`src/tsr_defs.vh`:
```
// constants for the temperature sensor serial readout block
// Functional notes
// normal mode converts every one-second tick
// conversion lasts 800 us, then result ready
// shutdown stops oscillator and new conversions
// all-zero control word exits shutdown, converts
// last result still readable in shutdown
// buffer copied to value at first fall
// conversion always runs to completion
// unfinished conversion stays in buffer only
// frame end restarts timer, new conversion
// value register 14 bits, bit 13 sign
// twos complement, 1/32 degree per count
// frame: two zeros then 14 data bits
// further 16 clocks repeat the frame
// output released while select is high
// output bit changes on falling clock
// input sampled on rising clock
// serial clock ignored unless selected
// third input bit is power-down request
// host drives other input bits zero
// control loaded on 16th rising edge
// early deselect leaves control unchanged
// input may be tied low, read-only
// data shifted most significant bit first
// selected only while select is low
// bit counter cleared on deselect
`ifndef TSR_DEFS_VH
`define TSR_DEFS_VH
`define TSR_CLK_MHZ       250
`define TSR_TICK_US       1000000
`define TSR_TICK_CYC      (`TSR_TICK_US * `TSR_CLK_MHZ)
`define TSR_CONV_US       800
`define TSR_CONV_CYC      (`TSR_CONV_US * `TSR_CLK_MHZ)
`define TSR_VAL_W         14
`define TSR_SIGN_POS      13
`define TSR_CTL_W         16
`define TSR_FRAME_BITS    5'h10
`define TSR_PD_BIT        13
`define TSR_FIFO_DEPTH    8
`define TSR_FIFO_AW       3
`endif

```
`src/tsr_top.v`:
```
// temperature sensor digital side: conversion sequencer and serial slave port
`timescale 1ns/10ps
`include "tsr_defs.vh"
module tsr_top #(
    parameter [31:0] TICK_CYC = `TSR_TICK_CYC,
    parameter [31:0] CONV_CYC = `TSR_CONV_CYC
) (
    input  wire        ref_clk,
    input  wire        resetn,
    input  wire        clk_en,
    input  wire        cs_n,
    input  wire        sclk,
    input  wire        din,
    output reg         dout,
    output wire        dout_oe,
    input  wire [13:0] adc_code,
    output reg         analog_on,
    output wire        shutdown,
    output reg  [13:0] temperature_value,
    output reg  [15:0] control_word
);
    // synchronised pins
    wire cs_n_s;
    wire sclk_s;
    wire din_s;
    reg  sclk_d;
    reg  cs_n_d;

    // serial port state
    reg  [4:0]  bit_cnt;
    reg  [15:0] shift_in;
    reg  [15:0] shift_out;
    reg         first_fall;
    reg         pd_mode;

    // conversion sequencer state
    reg  [31:0] tick_cnt;
    reg  [31:0] conv_cnt;
    reg         converting;
    reg  [13:0] buffer;
    reg         start_req;

    // fifo between converter and buffer register
    wire        fifo_in_ready;
    wire        fifo_out_valid;
    wire [13:0] fifo_out_data;
    reg         conv_done;
    reg  [13:0] conv_result;

    wire sel;
    wire rise;
    wire fall;
    wire frame_end;
    wire frame_word;
    wire [15:0] next_ctl;
    wire        tick_end;
    wire        conv_end;
    wire        launch;

    // last count of a period; shared by the tick and conversion timers
    function at_limit;
        input [31:0] cnt;
        input [31:0] lim;
        begin
            at_limit = (cnt == lim - 32'h1);
        end
    endfunction

    // frame image: the first lead zero is driven directly, this holds the second
    function [15:0] frame_load;
        input [13:0] val;
        begin
            frame_load = {1'b0, val, 1'b0};
        end
    endfunction

    tsr_sync #(.RST_VAL(1'b1)) u_sync_cs (
        .ref_clk (ref_clk),
        .resetn  (resetn),
        .clk_en  (clk_en),
        .din     (cs_n),
        .dout    (cs_n_s)
    );

    // clock idles high, so reset to that level to avoid a false edge
    tsr_sync #(.RST_VAL(1'b1)) u_sync_sclk (
        .ref_clk (ref_clk),
        .resetn  (resetn),
        .clk_en  (clk_en),
        .din     (sclk),
        .dout    (sclk_s)
    );

    tsr_sync #(.RST_VAL(1'b0)) u_sync_din (
        .ref_clk (ref_clk),
        .resetn  (resetn),
        .clk_en  (clk_en),
        .din     (din),
        .dout    (din_s)
    );

    // edges of the sampled pins; the serial clock counts only when selected
    assign sel       = ~cs_n_s;
    assign rise      = sel & sclk_s & ~sclk_d;
    assign fall      = sel & ~sclk_s & sclk_d;
    assign frame_end = ~cs_n_d & cs_n_s;
    assign dout_oe   = sel;
    assign shutdown  = pd_mode;
    assign next_ctl  = {shift_in[14:0], din_s};
    assign frame_word = rise && (bit_cnt == `TSR_FRAME_BITS - 5'h01);
    assign tick_end  = at_limit(tick_cnt, TICK_CYC);
    assign conv_end  = at_limit(conv_cnt, CONV_CYC);
    assign launch    = ~pd_mode & (start_req | tick_end) & ~converting;

    // delayed copies for edge detection, reset to the idle pin levels
    always @(posedge ref_clk) begin
        if (!resetn) begin
            sclk_d <= 1'b1;
            cs_n_d <= 1'b1;
        end else if (clk_en) begin
            sclk_d <= sclk_s;
            cs_n_d <= cs_n_s;
        end
    end

    // input shifter and control register; rising edges only
    always @(posedge ref_clk) begin
        if (!resetn) begin
            bit_cnt      <= 5'h00;
            shift_in     <= 16'h0000;
            control_word <= 16'h0000;
            pd_mode      <= 1'b0;
        end else if (clk_en) begin
            if (!sel) begin
                bit_cnt <= 5'h00;
            end else if (rise) begin
                shift_in <= next_ctl;
                if (frame_word) begin
                    bit_cnt      <= 5'h00;
                    control_word <= next_ctl;
                    pd_mode      <= next_ctl[`TSR_PD_BIT];
                end else begin
                    bit_cnt <= bit_cnt + 5'h01;
                end
            end
        end
    end

    // output shifter: two zeros then value msb first, reloaded every 16 bits
    always @(posedge ref_clk) begin
        if (!resetn) begin
            shift_out         <= 16'h0000;
            dout              <= 1'b0;
            first_fall        <= 1'b1;
            temperature_value <= 14'h0000;
        end else if (clk_en) begin
            if (!sel) begin
                first_fall <= 1'b1;
                dout       <= 1'b0;
            end else if (fall) begin
                first_fall <= 1'b0;
                if (first_fall) begin
                    // value refreshed from buffer only here, so a frame reads one snapshot
                    temperature_value <= buffer;
                    shift_out <= frame_load(buffer);
                    dout      <= 1'b0;
                end else if (bit_cnt == 5'h00) begin
                    shift_out <= frame_load(temperature_value);
                    dout      <= 1'b0;
                end else begin
                    dout      <= shift_out[15];
                    shift_out <= {shift_out[14:0], 1'b0};
                end
            end
        end
    end

    // start request: a new event wins over the drop, busy requests fade next cycle
    always @(posedge ref_clk) begin
        if (!resetn) begin
            start_req <= 1'b1;
        end else if (clk_en) begin
            if (frame_word && pd_mode && !next_ctl[`TSR_PD_BIT])
                start_req <= 1'b1;
            else if (frame_end && !pd_mode)
                start_req <= 1'b1;
            else if (converting || launch)
                start_req <= 1'b0;                          // drop when busy
        end
    end

    // one-second tick; held at zero in shutdown, restarted by any request
    always @(posedge ref_clk) begin
        if (!resetn) begin
            tick_cnt <= 32'h00000000;
        end else if (clk_en) begin
            if (pd_mode || start_req || tick_end)
                tick_cnt <= 32'h00000000;
            else
                tick_cnt <= tick_cnt + 32'h1;
        end
    end

    // conversion: runs to completion whatever the port or mode does
    always @(posedge ref_clk) begin
        if (!resetn) begin
            conv_cnt    <= 32'h00000000;
            converting  <= 1'b0;
            analog_on   <= 1'b0;
            conv_done   <= 1'b0;
            conv_result <= 14'h0000;
        end else if (clk_en) begin
            conv_done <= 1'b0;
            if (launch) begin
                converting <= 1'b1;
                analog_on  <= 1'b1;
                conv_cnt   <= 32'h00000000;
            end else if (converting) begin
                if (!conv_end) begin
                    conv_cnt <= conv_cnt + 32'h1;
                end else if (fifo_in_ready) begin
                    // a full fifo stalls the end rather than losing a result
                    converting  <= 1'b0;
                    analog_on   <= 1'b0;
                    conv_done   <= 1'b1;
                    conv_result <= adc_code;
                end
            end
        end
    end

    tsr_fifo #(
        .WIDTH (`TSR_VAL_W),
        .DEPTH (`TSR_FIFO_DEPTH),
        .AW    (`TSR_FIFO_AW)
    ) u_fifo (
        .ref_clk   (ref_clk),
        .resetn    (resetn),
        .clk_en    (clk_en),
        .in_valid  (conv_done),
        .in_ready  (fifo_in_ready),
        .in_data   (conv_result),
        .out_valid (fifo_out_valid),
        .out_ready (1'b1),
        .out_data  (fifo_out_data)
    );

    // results land in the buffer register, never straight in the value
    always @(posedge ref_clk) begin
        if (!resetn)
            buffer <= 14'h0000;
        else if (clk_en && fifo_out_valid)
            buffer <= fifo_out_data;
    end
endmodule // tsr_top

```
`src/tsr_sync.v`:
```
// two flip-flop synchroniser for pin inputs
`timescale 1ns/10ps
module tsr_sync #(
    parameter RST_VAL = 1'b0
) (
    input  wire ref_clk,
    input  wire resetn,
    input  wire clk_en,
    input  wire din,
    output reg  dout
);
    reg stage1;

    // first stage feeds only the second
    always @(posedge ref_clk) begin
        if (!resetn) begin
            stage1 <= RST_VAL;
            dout   <= RST_VAL;
        end else if (clk_en) begin
            stage1 <= din;
            dout   <= stage1;
        end
    end
endmodule // tsr_sync

```
`src/tsr_fifo.v`:
```
// small synchronous fifo with valid/ready on both sides
`timescale 1ns/10ps
module tsr_fifo #(
    parameter WIDTH = 14,
    parameter DEPTH = 8,
    parameter AW    = 3
) (
    input  wire             ref_clk,
    input  wire             resetn,
    input  wire             clk_en,
    input  wire             in_valid,
    output wire             in_ready,
    input  wire [WIDTH-1:0] in_data,
    output wire             out_valid,
    input  wire             out_ready,
    output wire [WIDTH-1:0] out_data
);
    reg [WIDTH-1:0] mem [0:DEPTH-1];
    reg [AW-1:0]    wr_ptr;
    reg [AW-1:0]    rd_ptr;
    reg [AW:0]      count;
    wire            do_wr;
    wire            do_rd;

    assign in_ready  = (count != DEPTH[AW:0]);
    assign out_valid = (count != {(AW+1){1'b0}});
    assign out_data  = mem[rd_ptr];
    assign do_wr     = in_valid & in_ready;
    assign do_rd     = out_valid & out_ready;

    // pointers wrap naturally since depth is a power of two
    always @(posedge ref_clk) begin
        if (!resetn) begin
            wr_ptr <= {AW{1'b0}};
            rd_ptr <= {AW{1'b0}};
            count  <= {(AW+1){1'b0}};
        end else if (clk_en) begin
            if (do_wr) begin
                mem[wr_ptr] <= in_data;
                wr_ptr      <= wr_ptr + 1'b1;
            end
            if (do_rd)
                rd_ptr <= rd_ptr + 1'b1;
            if (do_wr && !do_rd)
                count <= count + 1'b1;
            else if (do_rd && !do_wr)
                count <= count - 1'b1;
        end
    end
endmodule // tsr_fifo

```
`config.mk`:
```
export PLATFORM = sky130hd
export DESIGN_NAME = tsr_top
export DESIGN_NICKNAME = d
export VERILOG_FILES = /design/src/tsr_top.v /design/src/tsr_sync.v /design/src/tsr_fifo.v
export VERILOG_INCLUDE_DIRS = /design/src
export SDC_FILE = /design/constraint.sdc
export NUM_CORES = 1
export LEC_CHECK = 0
export BUFFER_PORTS_ARGS = -buffer_cell sky130_fd_sc_hd__buf_4
export CORE_ASPECT_RATIO = 0.6
export CORE_MARGIN = 2
export CORE_UTILIZATION = 30
export DETAILED_ROUTE_END_ITERATION = 12
export HOLD_SLACK_MARGIN = 0.05
export PLACE_DENSITY = 0.56
export RECOVER_POWER = 25
export SLEW_MARGIN = 25
export SYNTH_ARGS = -nofsm -noshare
export SYNTH_HDL_FRONTEND = slang
export SYNTH_HIERARCHICAL = 1
export SYNTH_SLANG_ARGS = --single-unit
```
`constraint.sdc`:
```
create_clock -name ref_clk -period 3.3 [get_ports ref_clk]
set_input_delay 0.33 -clock ref_clk [delete_from_list [all_inputs] [get_ports ref_clk]]
set_output_delay 0.33 -clock ref_clk [all_outputs]
set_load 0.005 [all_outputs]
```
==> reports/results.txt, run 1 <==
outcome: finished clean
Worst Max-Slew Pin Slew: 837.1 ps
GRT Total Usage: 12.66%
core box area: 0.04015 mm²
final wirelength: 26,830 µm
PwrDens: 505.7 mW/mm²
slowest CP cell: or4b_1
deepest clock path buffer count: 3
antenna violations before repair: 1
area of the multi-input gates: 0.004867 mm²
critical path required time: 3760 ps
synthesized area: 0.01214 mm²
hold path start: din
number of synthesized flops with an enable pin: 112
part of the power in registers: 52.1%
dpl hpwl: 17,170 µm
worst reg2reg setup slack: 290 ps
crit-path max FO: 5
Max Cap Violations: 0
Psw: 1.493 mW
CP startpoint kind: flip-flop
largest net degree at the start of global routing: 80
Seq/Total Area, Yosys: 58.06%
Syn Inst Count: 1,122
CP cell instances: or4b_1 -> and2_1 -> ha_1 -> inv_1 -> ha_1 -> and3_1 -> or4b_1 -> and3_1 -> o21a_1
final setup violation count: 0
switching portion of total power: 20.57%
vias in the first global route: 7,781
maximum vdd drop: 0.3716 mV
Die Span Y: 159.8 µm
Combinational Power Share: 2.2%
worst setup path category: reg2reg
Slowest Stage Delay on Critical Path: 600 ps
synth warn: 6
ant diodes: 0
final-report hold violation count: 0
CTS sink cnt: 296
routed vias/inst: 4.761
Rows: 57
most frequent cells in the layout: nand2_1 (218), dfxtp_1 (183), edfxtp_1 (112)
Die Area: 0.04213 mm²
cell leakage power: 5.284 nW
Slew Limit Fails: 0
placer congestion estimate: 0.7475
Final min period: 3009 ps
RR Startpoint: u_fifo/count[1]$_SDFFE_PN0P_
Final Hold Slack: 78.25 ps
Max H-tree Level: 1
Avg Synthesized Cell Area: 10.82 µm²
share of flip-flops with an asynchronous set or reset: 0%
Fin Setup TNS: 0 ps
CTS resizes: 0
Worst-Skew Late Latency: 560 ps
crit path launch: u_fifo/count[1]$_SDFFE_PN0P_
Final Cycle Share: 91.18%
Via Count: 8,317
Fillers: 3,953
metal3 WL: 1165 µm
TritonCTS Buffers: 28
Post-synth top flop: dfxtp_1
most common cell after layout, fill and taps aside: nand2_1
met2 routed WL: 10,960 µm
drt drc: 0
DR iter-0 viols: 698
Min-Delay Path Class: in2reg
PortBufs: 53
Routed Antenna Nets: 0
Worst EP arrival: 3470 ps
top sig layer: met5
Critical Path End Type: flip-flop
layout overhead on the synthesized area: 18.19%
first-pass GRT wire length: 43,210 µm
post-DR wirelength/cell: 15.36 µm
CTS root buffer: clkbuf_16
Die W: 263.7 µm
share of cells above drive strength 1: 15.95%
Initial DRT Pass Iterations: 5
# IOs: 54
nets: 1,224
Netlist cell types: 62
post-CTS setup buffers: 0
Int Pwr: 5.762 mW
RSZ-0062 raised after global routing: false
CTS tree: built
Initial Util: 30.23%
headroom to the max-slew limit: 44.19%
synthesis-stage register bit count: 296
clk_skew: 20.53 ps
Remaining Overflow, GRT: 0
clock network power share: 45.7%
fmax: 332.4 MHz
M1 WL: 14,130 µm
Clock transition at path regs: 70 ps
register area: 0.007048 mm²
-- path summary, 6_finish.rpt --
check,end,cells past startpoint
setup / recovery,u_fifo/count[3]$_SDFFE_PN0P_,9
hold / removal,u_sync_din/stage1$_SDFFE_PN0P_,3
setup reg to reg,u_fifo/count[3]$_SDFFE_PN0P_,9
hold reg to reg,shift_out[5]$_SDFFE_PN0P_,2
-- Yosys cell counts, types with 9 or more instances --
| cell | instances | area (µm²) |
|---|---|---|
| nand2_1 | 218 | 818.3 |
| and3_1 | 28 | 175.2 |
| xor2_1 | 17 | 148.9 |
| ha_1 | 9 | 112.6 |
| nand4_1 | 19 | 118.9 |
| nor4_1 | 11 | 68.82 |
| and2_1 | 10 | 62.56 |
| dfxtp_1 | 184 | 3684 |
| inv_1 | 11 | 41.29 |
| clkbuf_1 | 40 | 150.1 |
| o31ai_1 | 25 | 187.7 |
| nand3_1 | 38 | 190.2 |
| a21oi_1 | 107 | 535.5 |
| nor3_1 | 10 | 50.05 |
| edfxtp_1 | 112 | 3363 |
| xnor2_1 | 21 | 183.9 |
| o21ai_0 | 28 | 140.1 |
| mux4_2 | 28 | 630.6 |
| nor2_1 | 71 | 266.5 |
| mux2i_1 | 40 | 400.4 |
| mux2_2 | 14 | 157.7 |
-- power groups by stage --
stage               Sequential, mW  Combinational [mW]  Clock (mW)
global route                  3.78               0.175        3.57
finish                        3.78               0.159        3.32
floorplan                     3.86              0.0837           0
CTS                           3.78               0.161        3.40
detailed placement            3.86               0.145           0
global placement              3.86               0.144           0
-- worst max-delay path, delay by kind of cell, from the launching register on --
| family | cells | cell delay [ps] |
|---|---|---|
| buffers and inverters | 1 | 120 |
| AOI/OAI and AO/OA | 1 | 180 |
| DFF | 1 | 350 |
| adders and majority gates | 2 | 500 |
| and+or+nand+nor | 5 | 1760 |
-- kinds of logic (layout without fill, tap and decap cells) --
group / count (synthesis) / in the layout / synth area share, %
AOI/OAI and AO/OA: 175 / 175 / 8.113
and+or+nand+nor: 453 / 453 / 17.79
other: 1 / 3 / 0.03090
muxes: 82 / 82 / 9.794
DFF: 296 / 296 / 58.06
adders and majority gates: 10 / 10 / 1.093
xor gates and xnor gates: 38 / 38 / 2.742
buffers and inverters: 67 / 159 / 2.371
-- through the flow --
step	cells	utilization, %	instance area (µm²)	setup WS (ps)	power [mW]
2_1_floorplan	1124	-	12140	470.5	3.941
3_3_place_gp	1679	32.95	13230	339.6	4.004
3_5_place_dp	1679	32.95	13230	310.2	4.007
4_1_cts	1747	35.72	14340	294.2	7.341
5_1_grt	1747	35.72	14340	143.8	7.524
6_report	1747	35.72	14340	291.1	7.254
-- sequential cells by signal, indices dropped and copies added (netlist names), 4 cells and up, named ones only --
register / cells
shift_out: 15
temperature_value: 14
conv_cnt: 32
tick_cnt: 32
buffer: 14
control_word: 16
bit_cnt: 5
conv_result: 14
shift_in: 15
u_fifo/mem: 112
u_fifo/count: 4
-- layout make-up --
class,count,share of cell area (%)
Clock buffer,40,5.618
Clock inverter,12,1.021
Inverter,12,0.3227
Tap cell,531,4.632
Multi-Input combinational cell,761,33.93
Timing Repair Buffer,95,5.338
Sequential cell,296,49.14
-- repair_timing --
action,4_1_cts,5_1_grt
endpoints found under the hold margin,16,0
setup endpoints to repair,0,0
hold buffers,16,0
-- layer usage --
layer / GRT usage, % / vias up
li1: - / 4170
met5: 0 / -
met3: 2.621 / 34
met4: 3.091 / 2
met2: 18.22 / 118
met1: 19.22 / 3993
(Power assumes the default switching activity.)
==> run 2: changes to the inputs <==
--- a/config.mk
+++ b/config.mk
@@ -17,5 +17,4 @@
 export SLEW_MARGIN = 25
 export SYNTH_ARGS = -nofsm -noshare
 export SYNTH_HDL_FRONTEND = slang
-export SYNTH_HIERARCHICAL = 1
 export SYNTH_SLANG_ARGS = --single-unit
==> reports/results.txt, run 2 <==
Rows: 57 (unchanged)
PwrDens: 549.0 mW/mm² (+8.5%)
Post-synth top flop: dfxtp_1
final wirelength: 30,140 µm (+12%)
CP bufs+invs: 1 (unchanged)
headroom to the max-slew limit: 39.91% (-4.3 points)
Fin Setup TNS: 0 ps (unchanged)
Critical Path End Type: flip-flop
Netlist cell types: 64 (+3.2%)
final setup violation count: 0 (unchanged)
Clock transition at path regs: 70 ps (about the same)
Worst EP arrival: 3290 ps (-180 ps)
first-pass GRT wire length: 48,000 µm (+11%)
layout overhead on the synthesized area: 16.62%
Synth Net Count: 1,211
register area: 0.006988 mm² (-0.85%)
largest registers: u_fifo.mem (112), conv_cnt (32), tick_cnt (32)
Seq/Total Area, Yosys: 56.31% (-1.7 points)
cell leakage power: 4.934 nW (-6.6%)
CP startpoint kind: flip-flop
top cell type's share of synthesized area: 29.21% (-1.1 points)
placer congestion estimate: 0.8232 (+10%)
most frequent cells in the layout: nand2_1 (189), dfxtp_1 (180), edfxtp_1 (112)
PortBufs: 53 (unchanged)
fmax: 357.8 MHz (+7.6%)
synthesis-stage register bit count: 293 (-1.0%)
dpl hpwl: 19,820 µm (+15%)
Worst Max-Slew Pin Slew: 893.0 ps (+55.91 ps)
Routed Antenna Nets: 0 (unchanged)
GRT Total Usage: 13.86% (+1.2 points)
slowest CP cell: or4b_2
final-report hold violation count: 0 (unchanged)
hold path start: adc_code[7]
crit path launch: u_fifo.count[0]$_SDFFE_PN0P_
most flop-heavy register: u_fifo.mem
CTS sink cnt: 293 (-1.0%)
Slowest Stage Delay on Critical Path: 710 ps (+110 ps)
core box area: 0.04065 mm² (+1.2%)
outcome: finished clean
part of the power in registers: 50.4% (-1.7 points)
critical path required time: 3800 ps (+40 ps)
post-DR wirelength/cell: 16.86 µm (+9.7%)
Initial Util: 30.52% (+0.29 points)
Die W: 266.5 µm (+1.1%)
Die Area: 0.04305 mm² (+2.2%)
crit path setup slack, layout: 504.9 ps (+213.7 ps)
Max H-tree Level: 1 (unchanged)
drt drc: 0 (unchanged)
DR iter-0 viols: 816 (+17%)
Min-Delay Path Class: in2reg
routed vias/inst: 5.205 (+9.3%)
Overall Power: 7.943 mW (+9.5%)
Final Cycle Share: 84.70% (-6.5 points)
Int Pwr: 5.896 mW (+2.3%)
Worst-Skew Late Latency: 560 ps (about the same)
Psw: 2.047 mW (+37%)
clock network power share: 38.9% (-6.8 points)
clk_skew: 21.13 ps (+0.6062 ps)
area of the multi-input gates: 0.005109 mm² (+5.0%)
CTS tree: built
TritonCTS Buffers: 27 (-3.6%)
DP Worst Slack: 504.5 ps (+194.2 ps)
most common cell in the synthesized netlist: nand2_1
Combinational Power Share: 10.7% (+8.5 points)
number of synthesized flops with an enable pin: 112 (unchanged)
synthesized area: 0.01241 mm² (+2.2%)
most common cell after layout, fill and taps aside: nand2_1
vias in the first global route: 8,509 (+9.4%)
Syn Inst Count: 1,182 (+5.3%)
RR Startpoint: u_fifo.count[0]$_SDFFE_PN0P_
top cells by area, synth: dfxtp_1 (29%), edfxtp_1 (27%), nand2_1 (5.7%)
Initial DRT Pass Iterations: 5 (unchanged)
cell taking the most area after synthesis: dfxtp_1
Fillers: 4,057 (+2.6%)
share of cells above drive strength 1: 14.32% (-1.6 points)
post-CTS setup buffers: 0 (unchanged)
RSZ-0062 raised after global routing: false
Post-synth top cells: nand2_1 (189), dfxtp_1 (181), edfxtp_1 (112), a21oi_1 (92), nor2_1 (76)
Via Count: 9,306 (+12%)
crit-path max FO: 6 (+1)
switching portion of total power: 25.77% (+5.2 points)
share of flip-flops with an asynchronous set or reset: 0% (unchanged)
# IOs: 54 (unchanged)
nets: 1,265 (+3.3%)
CTS root buffer: clkbuf_16
maximum vdd drop: 0.4159 mV (+12%)
Final Hold Slack: 63.27 ps (-14.98 ps)
Final min period: 2795 ps (-213.7 ps)
deepest clock path buffer count: 3 (unchanged)
worst setup path category: reg2reg
CP cell instances: or4b_2 -> and2_1 -> ha_1 -> inv_1 -> ha_1 -> a21o_1 -> a21oi_1 -> xnor2_1 -> or3_1 -> a21oi_1
Remaining Overflow, GRT: 0 (unchanged)
ant diodes: 0 (unchanged)
largest net degree at the start of global routing: 93 (+16%)
Max Cap Violations: 0 (unchanged)
synth warn: 0 (-6)
antenna violations before repair: 0 (-1)
Avg Synthesized Cell Area: 10.50 µm² (-3.0%)
max reg flops: 112 (unchanged)
Slew Limit Fails: 0 (unchanged)
Die Span Y: 161.5 µm (+1.1%)
crit-path leading delay family: simple AND/OR/NAND/NOR gates
[run 2: cell types whose count changed after synthesis, moves of 21 or more]
cell	before	now
clkbuf_1	40	61
a31oi_1	1	22
o21ai_0	28	58
o31ai_1	25	4
nand2_1	218	189
[run 2: area by class of cell]
cell class	instances	area share (%)
Clock buffer	28	4.696
Multi-Input combinational cell	802	35.31
Clock inverter	22	1.288
Sequential cell	293	48.30
Inverter	15	0.4064
Tap cell	531	4.592
Timing Repair Buffer	97	5.413
[run 2: logic make-up after synthesis]
family	synth area share, %
AO/OA/AOI/OAI	11.56
XOR/XNOR	2.188
adder cells (fa/ha/maj)	0.9076
buffers and inverters	2.854
flip-flops	56.31
multiplexers	7.987
AND/OR/NAND/NOR	18.19
[run 2: worst paths after layout]
kind | end | slack (ps) | cells after the start
worst min register to register | control_word[10]$_SDFFE_PN0P_ | 460 | 2
worst min-delay path | conv_result[7]$_SDFFE_PN0P_ | 60 | 3
worst max-delay path | u_fifo.count[3]$_SDFFE_PN0P_ | 500 | 10
worst max register to register | u_fifo.count[3]$_SDFFE_PN0P_ | 500 | 10
[run 2: through the flow]
| stage | cell area (µm²) | instances | utilization (%) |
|---|---|---|---|
| after detailed placement | 13480 | 1726 | 33.17 |
| final | 14470 | 1788 | 35.59 |
| after floorplan | 12410 | 1182 | - |
| after CTS | 14470 | 1788 | 35.59 |
| after global placement | 13480 | 1726 | 33.17 |
| after global routing | 14470 | 1788 | 35.59 |
[run 2: metal layers]
| metal | GRT usage [%] | vias to the layer above | routed length, µm |
|---|---|---|---|
| met1 | 22.21 | 4567 | 15680 |
| met4 | 2.324 | 0 | 368 |
| met2 | 19.27 | 231 | 12150 |
| met5 | 0 | - | 0 |
| li1 | - | 4484 | - |
| met3 | 2.500 | 24 | 1936 |
[run 2: power by group through the flow]
stage	Sequential (mW)	Clock (mW)	Combinational [mW]
after floorplan	4.00	0	0.688
after global placement	4.08	0	0.839
after detailed placement	4.08	0	0.849
after CTS	4.00	3.17	0.863
after global routing	4.02	3.33	0.971
final	4.00	3.09	0.852
[run 2: tightest hold or removal path, stage by stage]
cell,delay (ps)
buf_4,110
nand3_1,70
a21oi_1,60
[run 2: what timing repair did]
item / CTS / global route
hold endpoints to repair: 12 / 0
gates resized for setup: 0 / 0
hold buffers: 12 / 0
==> run 3: changes to the inputs <==
==> constraint.sdc (replaced) <==
create_clock -name ref_clk -period 2.8 [get_ports ref_clk]
set_input_delay 0.28 -clock ref_clk [delete_from_list [all_inputs] [get_ports ref_clk]]
set_output_delay 0.28 -clock ref_clk [all_outputs]
set_load 0.005 [all_outputs]
==> reports/results.txt, run 3 (synthesized netlist as in run 2, its figures left out) <==
clk_skew: 15.33 ps (-5.806 ps)
most common cell after layout, fill and taps aside: nand2_1
CTS sink cnt: 293 (unchanged)
Max Cap Violations: 0 (unchanged)
Slew Limit Fails: 0 (unchanged)
Die Area: 0.04305 mm² (unchanged)
cell leakage power: 5.056 nW (+2.5%)
post-CTS setup buffers: 0 (unchanged)
nets: 1,277 (+0.95%)
Clock transition at path regs: 70 ps (about the same)
Slowest Stage Delay on Critical Path: 670 ps (-40 ps)
TritonCTS Buffers: 27 (unchanged)
DR iter-0 viols: 879 (+7.7%)
vias in the first global route: 8,427 (-0.96%)
PwrDens: 663.3 mW/mm² (+21%)
deepest clock path buffer count: 3 (unchanged)
maximum vdd drop: 0.3817 mV (-8.2%)
ant diodes: 0 (unchanged)
# IOs: 54 (unchanged)
CTS root buffer: clkbuf_16
crit-path max FO: 2 (-4)
worst setup path category: reg2reg
share of cells above drive strength 1: 14.81% (+0.50 points)
RSZ-0062 raised after global routing: false
Routed Antenna Nets: 0 (unchanged)
Via Count: 9,275 (-0.33%)
headroom to the max-slew limit: 46.79% (+6.9 points)
critical path required time: 3290 ps (-510 ps)
Overall Power: 9.734 mW (+23%)
CP startpoint kind: flip-flop
Worst EP arrival: 3170 ps (-120 ps)
Final min period: 2681 ps (-114.1 ps)
slowest CP cell: or4b_2
outcome: finished clean
CTS tree: built
Max H-tree Level: 1 (unchanged)
critical path's most frequent cell: ha_1
Remaining Overflow, GRT: 0 (unchanged)
Die Span Y: 161.5 µm (unchanged)
Die W: 266.5 µm (unchanged)
Initial DRT Pass Iterations: 5 (unchanged)
antenna violations before repair: 0 (unchanged)
layout overhead on the synthesized area: 18.27%
Worst Max-Slew Pin Slew: 790.8 ps (-102.2 ps)
Final Cycle Share: 95.75% (+11 points)
CP bufs+invs: 1 (unchanged)
fmax: 373.0 MHz (+4.3%)
final wirelength: 30,490 µm (+1.2%)
drt drc: 0 (unchanged)
post-DR wirelength/cell: 16.94 µm (+0.50%)
Initial Util: 30.52% (unchanged)
Min-Delay Path Class: in2reg
most frequent cells in the layout: nand2_1 (189), dfxtp_1 (179), edfxtp_1 (112)
Rows: 57 (unchanged)
GRT Total Usage: 13.89% (+0.027 points)
final-report hold violation count: 0 (unchanged)
Worst-Skew Late Latency: 560 ps (about the same)
crit-path leading delay family: simple AND/OR/NAND/NOR gates
largest net degree at the start of global routing: 89 (-4.3%)
most flop-heavy register: u_fifo.mem
final setup violation count: 0 (unchanged)
CP cell instances: or4b_2 -> and2_1 -> ha_1 -> inv_1 -> ha_1 -> a21o_1 -> a21oi_2 -> xnor2_1 -> or3_1 -> a21oi_1
PortBufs: 53 (unchanged)
routed vias/inst: 5.153 (-1.0%)
first-pass GRT wire length: 48,000 µm (unchanged)
max reg flops: 112 (unchanged)
largest registers: u_fifo.mem (112), conv_cnt (32), tick_cnt (32)
Critical Path End Type: flip-flop
placer congestion estimate: 0.8138 (-1.1%)
core box area: 0.04065 mm² (unchanged)
Fin Setup TNS: 0 ps (unchanged)
dpl hpwl: 19,670 µm (-0.75%)
## run 3: cell count changes in the layout (fill, tap and decap cells not counted), moves of 3 or more
cell           change
clkbuf_1           +5
clkbuf_8           +5
clkinv_2           +3
dlygate4sd3_1      +5
clkinv_1           -5
clkinvlp_2         -5
buf_4              +4
## run 3: routing by layer
metal | vias up | wire length (µm) | global-route usage (%)
met5 | - | 0 | 0
met4 | 0 | 407 | 2.605
met3 | 24 | 1661 | 2.485
met2 | 212 | 12310 | 18.92
met1 | 4537 | 16110 | 22.48
li1 | 4502 | - | -
## run 3: repair_timing
action,4_1_cts,5_1_grt
gates resized for setup,0,2
endpoints found under the setup margin,0,1
endpoints found under the hold margin,17,0
hold buffers,17,0
## run 3: metrics by stage
stage | setup slack, ps | cell area, µm² | util (%) | cells | hold slack [ps]
floorplan | 182.7 | 12410 | - | 1182 | 408.4
global placement | 147.4 | 13560 | 33.36 | 1733 | 439.8
detailed placement | 113.6 | 13560 | 33.36 | 1733 | 446.5
CTS | 91.56 | 14680 | 36.10 | 1800 | 51.96
global route | 18.83 | 14670 | 36.10 | 1800 | 68.01
finish | 119.0 | 14670 | 36.10 | 1800 | 77.53
## run 3: final timing paths
kind,start,end,slack (ps),depth (start not counted)
min reg2reg,shift_in[14]$_SDFFE_PN0P_,control_word[15]$_SDFFE_PN0P_,450,2
min,resetn,u_sync_sclk.dout$_SDFFE_PN1P_,80,2
max,u_fifo.count[0]$_SDFFE_PN0P_,u_fifo.count[3]$_SDFFE_PN0P_,120,10
max reg2reg,u_fifo.count[0]$_SDFFE_PN0P_,u_fifo.count[3]$_SDFFE_PN0P_,120,10
## run 3: cell type report
| cell class | count | area, µm² |
|---|---|---|
| clock buffers | 36 | 759.5 |
| clock inverters | 14 | 186.4 |
| fillers | 4019 | 25980 |
| inverters | 15 | 58.81 |
| multi-input cells | 802 | 5112 |
| flip-flops and latches | 293 | 6989 |
| well taps | 531 | 664.4 |
| repair buffers | 109 | 903.4 |
## run 3: where the power goes
group,switching (mW),total (mW),internal (mW)
clock network,1.66,3.95,2.29
logic,0.640,1.13,0.489
registers,0.118,4.65,4.53
